## src/logic/cfg_space_pkg.sv

```systemverilog
// Constants, field layouts and carrier types for the PCI configuration space block.
// Assumes a single 200 MHz clock; PCI-side signals arrive asynchronously.
package cfg_space_pkg;

	// ==========================================
	// Register word indices (byte offset = index * 4)
	localparam logic [5:0] IDX_ID     = 6'h00;
	localparam logic [5:0] IDX_CMD    = 6'h01;
	localparam logic [5:0] IDX_CLASS  = 6'h02;
	localparam logic [5:0] IDX_BAR0   = 6'h04;
	localparam logic [5:0] IDX_BAR2   = 6'h06;
	localparam logic [5:0] IDX_WINCFG = 6'h10;
	localparam logic [5:0] IDX_CTRL   = 6'h11;

	// Arbitrary identity and class words, not assigned to any maker
	localparam logic [31:0] ID_WORD    = 32'h0001_0001;
	localparam logic [31:0] CLASS_WORD = 32'h0580_0000;

	// ==========================================
	// Command and status bit positions
	localparam int CMD_MEM  = 1;
	localparam int CMD_MAST = 2;
	localparam int CMD_PARR = 6;
	localparam int CMD_SERR = 8;
	localparam int ST_INIT_PE = 24;
	localparam int ST_DEVSEL  = 25;
	localparam int ST_TABORT  = 28;
	localparam int ST_MABORT  = 29;
	localparam int ST_SERR    = 30;
	localparam int ST_PE      = 31;
	localparam logic [1:0] DEVSEL_MED = 2'h1;
	localparam int BAR_PF   = 3;
	localparam int BAR_LSB  = 4;

	// ==========================================
	// Window translation layout, per window
	localparam int WF_MASK   = 0;
	localparam int WF_TRANS  = 6;
	localparam int WF_CACHED = 12;
	localparam int WF_IO     = 13;
	localparam int WIN_B_SH  = 14;
	localparam int XL_LSB    = 22;
	localparam int LOC_IO    = 28;
	localparam logic [31:0] WINCFG_RST = 32'h0000_c003;
	localparam int REG_WIN_LSB = 16;
	localparam int CTRL_HOLD = 0;

	typedef struct packed {
		logic        we;
		logic [5:0]  idx;
		logic [3:0]  be;
		logic [31:0] wdata;
	} cfg_req_t;

	typedef struct packed {
		logic par_rd;
		logic par_twr;
		logic addr_par;
		logic mabort;
		logic tabort;
		logic perr_rcvd;
	} err_ev_t;

endpackage

```

## src/logic/pci_config_space_target.sv

```systemverilog
// PCI configuration space registers, seen from PCI config cycles and local side.
// Assumes PCI-side config requests are held stable across a PCLK rising edge.
module pci_config_space_target
	import cfg_space_pkg::*;
(
	input  wire logic        MCLK,
	input  wire logic        RST,
	input  wire logic        HOLD_STRAP,
	input  wire logic        PCLK,
	input  wire logic        CFG_STB,
	input  wire cfg_req_t    CFG_REQ,
	output logic             CFG_ACK,
	output logic             CFG_RETRY,
	output logic [31:0]      CFG_RDATA,
	input  wire logic        LOC_SEL,
	input  wire logic        LOC_WE,
	input  wire logic [7:0]  LOC_ADDR,
	input  wire logic [3:0]  LOC_BE,
	input  wire logic [31:0] LOC_WDATA,
	output logic             LOC_ACK,
	output logic [31:0]      LOC_RDATA,
	input  wire logic        TGT_VALID,
	input  wire logic [31:0] TGT_ADDR,
	output logic             TGT_HIT,
	output logic [1:0]       TGT_REGION,
	output logic [31:0]      TGT_LADDR,
	output logic             TGT_CACHED,
	input  wire logic        INIT_REQ,
	output logic             INIT_GO,
	input  wire err_ev_t     ERR_EV,
	output logic             SERR_N_O,
	output logic             SERR_N_OE_N,
	output logic             PERR_N_O,
	output logic             PERR_N_OE_N,
	output logic             PAR_IRQ,
	output logic             MASTER_EN,
	output logic             MEM_EN
);

	// ==========================================
	// Helpers
	function automatic logic [31:0] be_merge(input logic [31:0] old, input logic [31:0] nw,
		input logic [3:0] be);
		logic [31:0] r;
		r = old;
		for (int b = 0; b < 4; b++) begin
			if (be[b])
				r[b*8 +: 8] = nw[b*8 +: 8];
		end
		return r;
	endfunction

	function automatic logic [31:0] size_mask(input int w, input logic [31:0] wc);
		logic [5:0] m;
		m = wc[w*WIN_B_SH + WF_MASK +: 6];
		if (w == 2)
			return ~32'h0 << REG_WIN_LSB;
		return {4'hf, ~m, {XL_LSB{1'b0}}};
	endfunction

	// ==========================================
	// Synchronisers: PCLK, strobe, strap
	logic [2:0] s0_q, s1_q, s2_q;
	cfg_req_t   rq1_q, rq2_q, rq3_q;
	logic       pclk_lvl_q;
	logic       pclk_rise, stb_ok, pci_take;

	always_ff @(posedge MCLK) begin
		s0_q  <= {HOLD_STRAP, CFG_STB, PCLK};
		s1_q  <= s0_q;
		s2_q  <= s1_q;
		rq1_q <= CFG_REQ;
		rq2_q <= rq1_q;
		rq3_q <= rq2_q;
	end

	always_ff @(posedge MCLK) begin
		if (RST)
			pclk_lvl_q <= 1'b0;
		else if (s1_q[0] == s2_q[0])
			pclk_lvl_q <= s2_q[0];
	end

	assign pclk_rise = s1_q[0] & s2_q[0] & ~pclk_lvl_q;
	assign stb_ok    = s1_q[1] & s2_q[1];
	assign pci_take  = pclk_rise & stb_ok;

	// ==========================================
	// Config cycle hold
	logic [1:0] strap_cnt_q;
	logic       hold_q;
	logic       pend_q;
	cfg_req_t   pend_req_q;
	logic       pci_serve;

	always_ff @(posedge MCLK) begin
		if (RST) begin
			strap_cnt_q <= 2'h0;
			hold_q      <= 1'b1;
		end else if (strap_cnt_q != 2'h3) begin
			strap_cnt_q <= strap_cnt_q + 2'h1;
			if (strap_cnt_q == 2'h2)
				hold_q <= s1_q[2] & s2_q[2];
		end else if (LOC_SEL && LOC_WE && LOC_ADDR[7:2] == IDX_CTRL && LOC_BE[0]) begin
			hold_q <= LOC_WDATA[CTRL_HOLD];
		end
	end

	always_ff @(posedge MCLK) begin
		if (RST)
			CFG_RETRY <= 1'b0;
		else
			CFG_RETRY <= pci_take & hold_q;
	end

	// Local side wins the register port; a PCI access waits one cycle at most per local access
	assign pci_serve = pend_q & ~LOC_SEL;

	always_ff @(posedge MCLK) begin
		if (RST) begin
			pend_q     <= 1'b0;
			pend_req_q <= '0;
		end else if (pci_take && !hold_q && !pend_q) begin
			pend_q     <= 1'b1;
			pend_req_q <= rq3_q;
		end else if (pci_serve) begin
			pend_q <= 1'b0;
		end
	end

	// ==========================================
	// Common access port
	logic        acc_en, acc_we, acc_loc;
	logic [5:0]  acc_idx;
	logic [3:0]  acc_be;
	logic [31:0] acc_wd;

	// local side sees low 256 bytes
	assign acc_loc = LOC_SEL;
	assign acc_en  = LOC_SEL | pci_serve;
	assign acc_we  = acc_en & (LOC_SEL ? LOC_WE : pend_req_q.we);
	assign acc_idx = LOC_SEL ? LOC_ADDR[7:2] : pend_req_q.idx;
	assign acc_be  = LOC_SEL ? LOC_BE : pend_req_q.be;
	assign acc_wd  = LOC_SEL ? LOC_WDATA : pend_req_q.wdata;

	// ==========================================
	// Command register
	logic cmd_serr_q, cmd_parr_q;

	always_ff @(posedge MCLK) begin
		if (RST) begin
			cmd_serr_q <= 1'b0;
			cmd_parr_q <= 1'b0;
			MASTER_EN  <= 1'b0;
			MEM_EN     <= 1'b0;
		end else if (acc_we && acc_idx == IDX_CMD) begin
			if (acc_be[1])
				cmd_serr_q <= acc_wd[CMD_SERR];
			if (acc_be[0]) begin
				cmd_parr_q <= acc_wd[CMD_PARR];
				MASTER_EN  <= acc_wd[CMD_MAST];
				MEM_EN     <= acc_wd[CMD_MEM];
			end
		end
	end

	// ==========================================
	// Status register
	logic [4:0] st_q, st_set, st_clr;
	logic       pe_any;

	assign pe_any = ERR_EV.par_rd | ERR_EV.par_twr;
	assign st_set = {pe_any, ERR_EV.addr_par & cmd_serr_q, ERR_EV.mabort, ERR_EV.tabort,
		(ERR_EV.par_rd | ERR_EV.perr_rcvd) & cmd_parr_q};
	assign st_clr = (acc_we && acc_idx == IDX_CMD && acc_be[3]) ?
		{acc_wd[ST_PE], acc_wd[ST_SERR], acc_wd[ST_MABORT], acc_wd[ST_TABORT],
		acc_wd[ST_INIT_PE]} : 5'h00;

	always_ff @(posedge MCLK) begin
		if (RST)
			st_q <= 5'h00;
		else
			st_q <= (st_q & ~st_clr) | st_set;
	end

	// ==========================================
	// Base registers and window config
	logic [31:0] bar_q [3];
	logic [31:0] wincfg_q;

	always_ff @(posedge MCLK) begin
		if (RST) begin
			for (int i = 0; i < 3; i++)
				bar_q[i] <= 32'h0;
		end else if (acc_we) begin
			for (int i = 0; i < 3; i++) begin
				if (acc_idx == IDX_BAR0 + 6'(i)) begin
					bar_q[i][31:BAR_LSB] <= 28'(be_merge(bar_q[i], acc_wd, acc_be) >> BAR_LSB);
					if (acc_loc && acc_be[0] && i < 2)
						bar_q[i][BAR_PF] <= acc_wd[BAR_PF];
				end
			end
		end
	end

	// mask reset gives 16 Mbyte windows
	always_ff @(posedge MCLK) begin
		if (RST)
			wincfg_q <= WINCFG_RST;
		else if (acc_we && acc_loc && acc_idx == IDX_WINCFG)
			wincfg_q <= be_merge(wincfg_q, acc_wd, acc_be);
	end

	function automatic logic [31:0] rd_word(input logic [5:0] idx, input logic loc);
		logic [31:0] r;
		r = 32'h0;
		case (idx)
			IDX_ID:    r = ID_WORD;
			IDX_CMD: begin
				r[CMD_SERR] = cmd_serr_q;
				r[CMD_PARR] = cmd_parr_q;
				r[CMD_MAST] = MASTER_EN;
				r[CMD_MEM]  = MEM_EN;
				r[ST_DEVSEL +: 2] = DEVSEL_MED;
				{r[ST_PE], r[ST_SERR], r[ST_MABORT], r[ST_TABORT], r[ST_INIT_PE]} = st_q;
			end
			IDX_CLASS: r = CLASS_WORD;
			IDX_WINCFG: r = loc ? wincfg_q : 32'h0;
			IDX_CTRL:   r = loc ? {31'h0, hold_q} : 32'h0;
			default: begin
				for (int i = 0; i < 3; i++) begin
					if (idx == IDX_BAR0 + 6'(i))
						r = (bar_q[i] & size_mask(i, wincfg_q)) |
							{28'h0, bar_q[i][BAR_PF], 3'h0};
				end
			end
		endcase
		return r;
	endfunction

	always_ff @(posedge MCLK) begin
		if (RST) begin
			LOC_ACK   <= 1'b0;
			LOC_RDATA <= 32'h0;
			CFG_ACK   <= 1'b0;
			CFG_RDATA <= 32'h0;
		end else begin
			LOC_ACK <= LOC_SEL;
			CFG_ACK <= pci_serve;
			if (LOC_SEL)
				LOC_RDATA <= rd_word(LOC_ADDR[7:2], 1'b1);
			if (pci_serve)
				CFG_RDATA <= rd_word(pend_req_q.idx, 1'b0);
		end
	end

	// ==========================================
	// Target decode and translation
	logic [2:0]  hit;
	logic [31:0] xl_a, xl_b;

	function automatic logic [31:0] xlate(input int w, input logic [31:0] a,
		input logic [31:0] wc);
		logic [5:0] m, t;
		logic [31:0] r;
		m = wc[w*WIN_B_SH + WF_MASK +: 6];
		t = wc[w*WIN_B_SH + WF_TRANS +: 6];
		r = {4'h0, (a[27:XL_LSB] & ~m) | t, a[XL_LSB-1:0]};
		r[LOC_IO] = wc[w*WIN_B_SH + WF_IO];
		return r;
	endfunction

	generate
		for (genvar g = 0; g < 3; g++) begin : g_hit
			assign hit[g] = ((TGT_ADDR ^ bar_q[g]) & size_mask(g, wincfg_q)) == 32'h0;
		end
	endgenerate

	assign xl_a = xlate(0, TGT_ADDR, wincfg_q);
	assign xl_b = xlate(1, TGT_ADDR, wincfg_q);

	always_ff @(posedge MCLK) begin
		if (RST) begin
			TGT_HIT    <= 1'b0;
			TGT_REGION <= 2'h0;
			TGT_LADDR  <= 32'h0;
			TGT_CACHED <= 1'b0;
		end else begin
			TGT_HIT <= TGT_VALID & MEM_EN & (|hit);
			if (hit[0]) begin
				TGT_REGION <= 2'h0;
				TGT_LADDR  <= xl_a;
				TGT_CACHED <= wincfg_q[WF_CACHED];
			end else if (hit[1]) begin
				TGT_REGION <= 2'h1;
				TGT_LADDR  <= xl_b;
				TGT_CACHED <= wincfg_q[WIN_B_SH + WF_CACHED];
			end else begin
				TGT_REGION <= 2'h2;
				TGT_LADDR  <= TGT_ADDR & ~size_mask(2, wincfg_q);
				TGT_CACHED <= 1'b0;
			end
		end
	end

	// ==========================================
	// Initiator gate and error pins
	always_ff @(posedge MCLK) begin
		if (RST) begin
			INIT_GO     <= 1'b0;
			SERR_N_O    <= 1'b0;
			SERR_N_OE_N <= 1'b1;
			PERR_N_O    <= 1'b0;
			PERR_N_OE_N <= 1'b1;
			PAR_IRQ     <= 1'b0;
		end else begin
			INIT_GO     <= INIT_REQ & MASTER_EN;
			SERR_N_OE_N <= ~(ERR_EV.addr_par & cmd_serr_q);
			PERR_N_OE_N <= ~(pe_any & cmd_parr_q);
			PAR_IRQ     <= pe_any & cmd_parr_q;
		end
	end
endmodule

```

## config.mk

```make
export PLATFORM = sky130hd
export DESIGN_NAME = pci_config_space_target
export DESIGN_NICKNAME = d
export VERILOG_FILES = /design/src/logic/cfg_space_pkg.sv /design/src/logic/pci_config_space_target.sv
export SDC_FILE = /design/constraint.sdc
export NUM_CORES = 1
export LEC_CHECK = 0
export CAP_MARGIN = 5
export CORE_MARGIN = 2
export CORE_UTILIZATION = 44
export CTS_CLUSTER_DIAMETER = 30
export DETAILED_ROUTE_END_ITERATION = 12
export DONT_BUFFER_PORTS = 1
export GPL_TIMING_DRIVEN = 0
export SETUP_SLACK_MARGIN = 0.15
export SYNTH_ARGS = -nofsm -noshare
export SYNTH_HDL_FRONTEND = slang
export SYNTH_SLANG_ARGS = --single-unit
```

## constraint.sdc

```tcl
create_clock -name MCLK -period 3.6 [get_ports MCLK]
set_input_delay 0.36 -clock MCLK [delete_from_list [all_inputs] [get_ports MCLK]]
set_output_delay 0.36 -clock MCLK [all_outputs]
set_load 0.03 [all_outputs]
```

# == After elaboration in Yosys (flattened, before gate mapping) ==
# Memory sizes are Yosys's and may differ from the RTL's.
# Index checks and enable logic that the tools add are counted.
# classes
add_sub_neg,1
eq_ne,23
muxes,142
bitwise,51
reduce_logical,40
# ops
operator,count
2-to-1 mux 32 bit,18
2-to-1 mux 8 bit,48
AND 32 bit,7
2-to-1 mux 28 bit,6
OR 32 x 4 -> 32 bit,4
logical NOT 32 bit,3
bitwise XOR 32 bit,3
case mux 15 bit (4 select lines),1
2-to-1 mux 29 bit,2
"== test 6 x 3 -> 1 bit, second input constant",9
2-to-1 mux 1 bit,46
case mux 15 bit (3 select lines),1
inverter 32 bit,1
"== test 6 x 5 -> 1 bit, second input constant",5
"== test 6 x 1 -> 1 bit, second input constant",3
inverter 6 bit,3
OR reduction 3 bit,5
AND 1 bit,14
AND reduction 2 bit,7
AND 6 bit,2
"== test 6 x 2 -> 1 bit, second input constant",2
logical NOT 6 bit,2
OR 6 bit,2
case mux 3 bit (4 select lines),1
30 further kinds,62
# word_totals
regBits,334
mem_bits_rw,87
input_bits,134
out_inout_bits,111
word_cells,304
memories,1
# mem_list
memory,depth,word_bits,rd,rd_clocked_by_memory_dff,write_ports,line_no,text
bar_q,3,29,3,0,3,pci_config_space_target.sv:188,logic [31:0] bar_q [3];

# == Logic depth before layout (Yosys ltp) ==
# An unclocked memory read counts as a cell.
# logic_depth
word_depth,15
ltp_mapped,8
mapped_depth_nobuf,5

# == Least setup slack after synthesis ==
# Ideal clock, no wire load.
# synth_timing
path_type,input to register
from,input LOC_SEL
to,memory bar_q[0][71] (netlist name) (enable)
setup_ns,0.375
t_arrival_ns,2.105
required_ns,3.225
slack_ns,1.121
cell_stages,7
n_path_buf,2
cell_sequence,buf_2 -> buf_2 -> nor3_1 -> o2bb2ai_1 -> or2_0 -> or3b_2 -> o21bai_1
# synth_rtl
element,line_no,text
start: declaration,pci_config_space_target.sv:15,"input wire logic LOC_SEL,"
end: declaration,pci_config_space_target.sv:188,

==> results.sh <==
export IMPL_worstReg2RegEnd="bar_q[0][85]"
export IMPL_synth_top_area_share_pct=51.3
export IMPL_yosysMostFrequentCell="dfxtp_1"
export IMPL_synth_cell_types=63
export IMPL_cts_root_buf="clkbuf_16"
export IMPL_syn_avg_cell_area_um2=10.4
export IMPL_first_iter_violations=850
export IMPL_cts_setup_buffers=0
export IMPL_critPathKind="flop to flop"
export IMPL_post_drt_wl_per_cell_um=21.8
export IMPL_hold_viol=0
export IMPL_insertedDiodeCount=0
export IMPL_synth_area_um2=12500
export IMPL_drcViolationCount=0
export IMPL_firstDrtPassIters=8
export IMPL_worst_slew_pin_slew_ps=1150
export IMPL_start_kind="flop"
export IMPL_outcome="completed"
export IMPL_grt_max_degree=14
export IMPL_cts_tree="done"
export IMPL_cts_buffer_depth=3
export IMPL_clkLatencyLatePin_ps=580
export IMPL_highest_layer="met4"
export IMPL_grt_pass1_wl_mm=58.3
export IMPL_wl_met2_mm=17.4
export IMPL_vias=9636
export IMPL_start_util_pct=44.9
export IMPL_drive_gt1_share_pct=14.0
export IMPL_rows=61
export IMPL_max_slew_margin_pct=23.3
export IMPL_num_nets_final=1509
export IMPL_wl_met3_mm=4.39
export IMPL_htree_levels=3
export IMPL_dp_cells=1601
export IMPL_synth_seq_area_share_pct=60.4
export IMPL_hold_path_end="st_q[4]"
export IMPL_wirelength_mm=39.5
export IMPL_grt_pass1_vias=9427
export IMPL_worst_ep_arrival_time_ps=2920
export IMPL_boundaryPins=245
export IMPL_wl_met1_mm=15.7
export IMPL_synth_area_leader_cell="dfxtp_1"
export IMPL_clk_pin_slew_ps=50
export IMPL_syn_inst=1209
export IMPL_setup_ws_ps=850
export IMPL_hold_path_depth=2
export IMPL_ys_flop_type="dfxtp_1"
export IMPL_via_per_inst=5.33
export IMPL_cts_sinks=359
export IMPL_synth_cells_most_frequent="dfxtp_1 (321), nand2_1 (129), a21oi_1 (113)"
export IMPL_dp_hpwl_mm=28.7
export IMPL_leakage_nw=6.24
export IMPL_final_setup_viol_count=0
export IMPL_track_usage_pct=26.0
export IMPL_cts_hold_buf=73
export IMPL_cellPowerDensity_nw_per_um2=712
export IMPL_maxSlewViolCount=0
export IMPL_fin_crit_ps=2750
export IMPL_fin_area_um2=16400
export IMPL_die_area_um2=29800
export IMPL_area_growth_pct=30.9
export IMPL_antenna_left=0
export IMPL_die_x_um=173
export IMPL_end_kind="flop"
export IMPL_synth_seq_cells=359
export IMPL_gp_congestion=0.946
export IMPL_cap_violations=0
export IMPL_antenna_found_initial=1
export IMPL_cp_required_ps=3770
export IMPL_cts_buffers=74
export IMPL_rsz0062_at_grt="false"
export IMPL_min_delay_start="ERR_EV[5]"
export IMPL_placement_io_buffers=0
export IMPL_worst_r2r_setup_slack_ps=850
export IMPL_min_period_over_period_pct=76.4
export IMPL_finalClockSkew_ps=21.2
export IMPL_synth_edff_count=38
export IMPL_synthArstFlopShare_pct=0
export IMPL_peakVddDrop_v=0.000570
export IMPL_place_area_um2=13100
export IMPL_dp_slack_ps=568
export IMPL_hp_class="primary input to flop"
export IMPL_critPathMaxFanout=8
export IMPL_setup_tns_ps=0
export IMPL_instances_no_fill=1809
export IMPL_dieHeight_um=173
export IMPL_rr_startpoint="pend_q"
export IMPL_ys_warn_count=0
export IMPL_grt_overflow_total=0
export IMPL_synthTopCellsByArea="dfxtp_1 (51%), edfxtp_1 (9.1%), a21oi_1 (4.5%), nand2_1 (3.9%), mux2i_1 (3.3%)"
export IMPL_cts_resized_gates=0
export IMPL_reg2regPathDepth=5
export IMPL_maxClockFrequency_ghz=0.364
export IMPL_core_area_um2=27900
## cell families after synthesis
kind of cell | after synthesis | share of synthesized area [%]
xor gates and xnor gates | 37 | 2.59
AOI/OAI and AO/OA | 246 | 12.5
muxes | 56 | 4.62
and+or+nand+nor | 397 | 15.5
buffers and inverters | 110 | 4.09
DFF | 359 | 60.4
adders and majority gates | 3 | 0.300
other | 1 | 0.0299
## registers in the layout, summed over array words and instances (netlist names), 2 cells and up
register	flops
CFG_RDATA	22
pend_req_q	43
s2_q	3
s1_q	3
wincfg_q	32
rq2_q	43
strap_cnt_q	2
s0_q	3
TGT_LADDR	29
rq3_q	43
TGT_REGION	2
rq1_q	43
st_q	5
bar_q	38
LOC_RDATA	32
## layer usage
| metal | GRT usage (%) | up-vias |
|---|---|---|
| met5 | 0 | - |
| met3 | 10.0 | 114 |
| met1 | 31.5 | 4521 |
| met4 | 13.2 | 0 |
| met2 | 40.6 | 462 |
| li1 | - | 4539 |
## critical path, stage by stage (launching register included)
cell       delay, ps
dfxtp_1          470
nand3b_1         120
o2bb2ai_1        210
or2_0            240
or3b_2           490
o21bai_1         810
## cells in the final DEF (no fill, tap or decap), types with 21 or more instances in the layout
| cell | netlist | final |
|---|---|---|
| nor2_1 | 103 | 103 |
| a211oi_1 | 37 | 37 |
| xnor2_1 | 36 | 36 |
| nor2b_1 | 33 | 33 |
| a21oi_1 | 113 | 113 |
| nand2b_1 | 24 | 24 |
| dlygate4sd3_1 | 0 | 73 |
| clkbuf_1 | 56 | 57 |
| nand3_1 | 21 | 21 |
| edfxtp_1 | 38 | 38 |
| nand2_1 | 129 | 129 |
| a22oi_1 | 22 | 22 |
| dfxtp_1 | 321 | 321 |
| mux2i_1 | 41 | 41 |
| clkbuf_16 | 0 | 74 |
## area by class of cell
| cell class | instances | area (um2) |
|---|---|---|
| flip-flops and latches | 359 | 7570 |
| fillers | 2390 | 11500 |
| multi-input cells | 754 | 4500 |
| well taps | 378 | 473 |
| repair buffers | 73 | 731 |
| clock inverters | 55 | 693 |
| clock buffers | 80 | 1920 |
| plain buffers | 91 | 442 |
| inverters | 19 | 71.3 |
## how the worst max path moves through the flow
stage,start,end,depth (start not counted)
2_1_floorplan,LOC_SEL,bar_q[0][71],7
3_3_place_gp,LOC_SEL,bar_q[0][80],6
3_5_place_dp,LOC_SEL,bar_q[0][80],6
4_1_cts,pend_req_q[41],bar_q[0][82],6
5_1_grt,pend_q,bar_q[0][81],5
6_report,pend_q,bar_q[0][85],5
## power by group
group          switching [mW]  leakage [nW]  total [mW]  internal, mW
registers               0.113          3.04        4.30          4.19
logic                   0.254          1.93       0.437         0.183
clock network            2.44          1.27        6.95          4.51
total                    2.81          6.24        11.7          8.88
## metrics by stage
stage,power [mW],hold WS [ps],util [%]
after global routing,12.0,23.6,58.7
after CTS,11.8,4.24,58.7
after floorplan,4.62,310,-
after detailed placement,4.74,312,46.7
final,11.7,33.9,58.7
after global placement,4.74,310,46.7
Note: power is estimated with default switching activity, not from simulation.
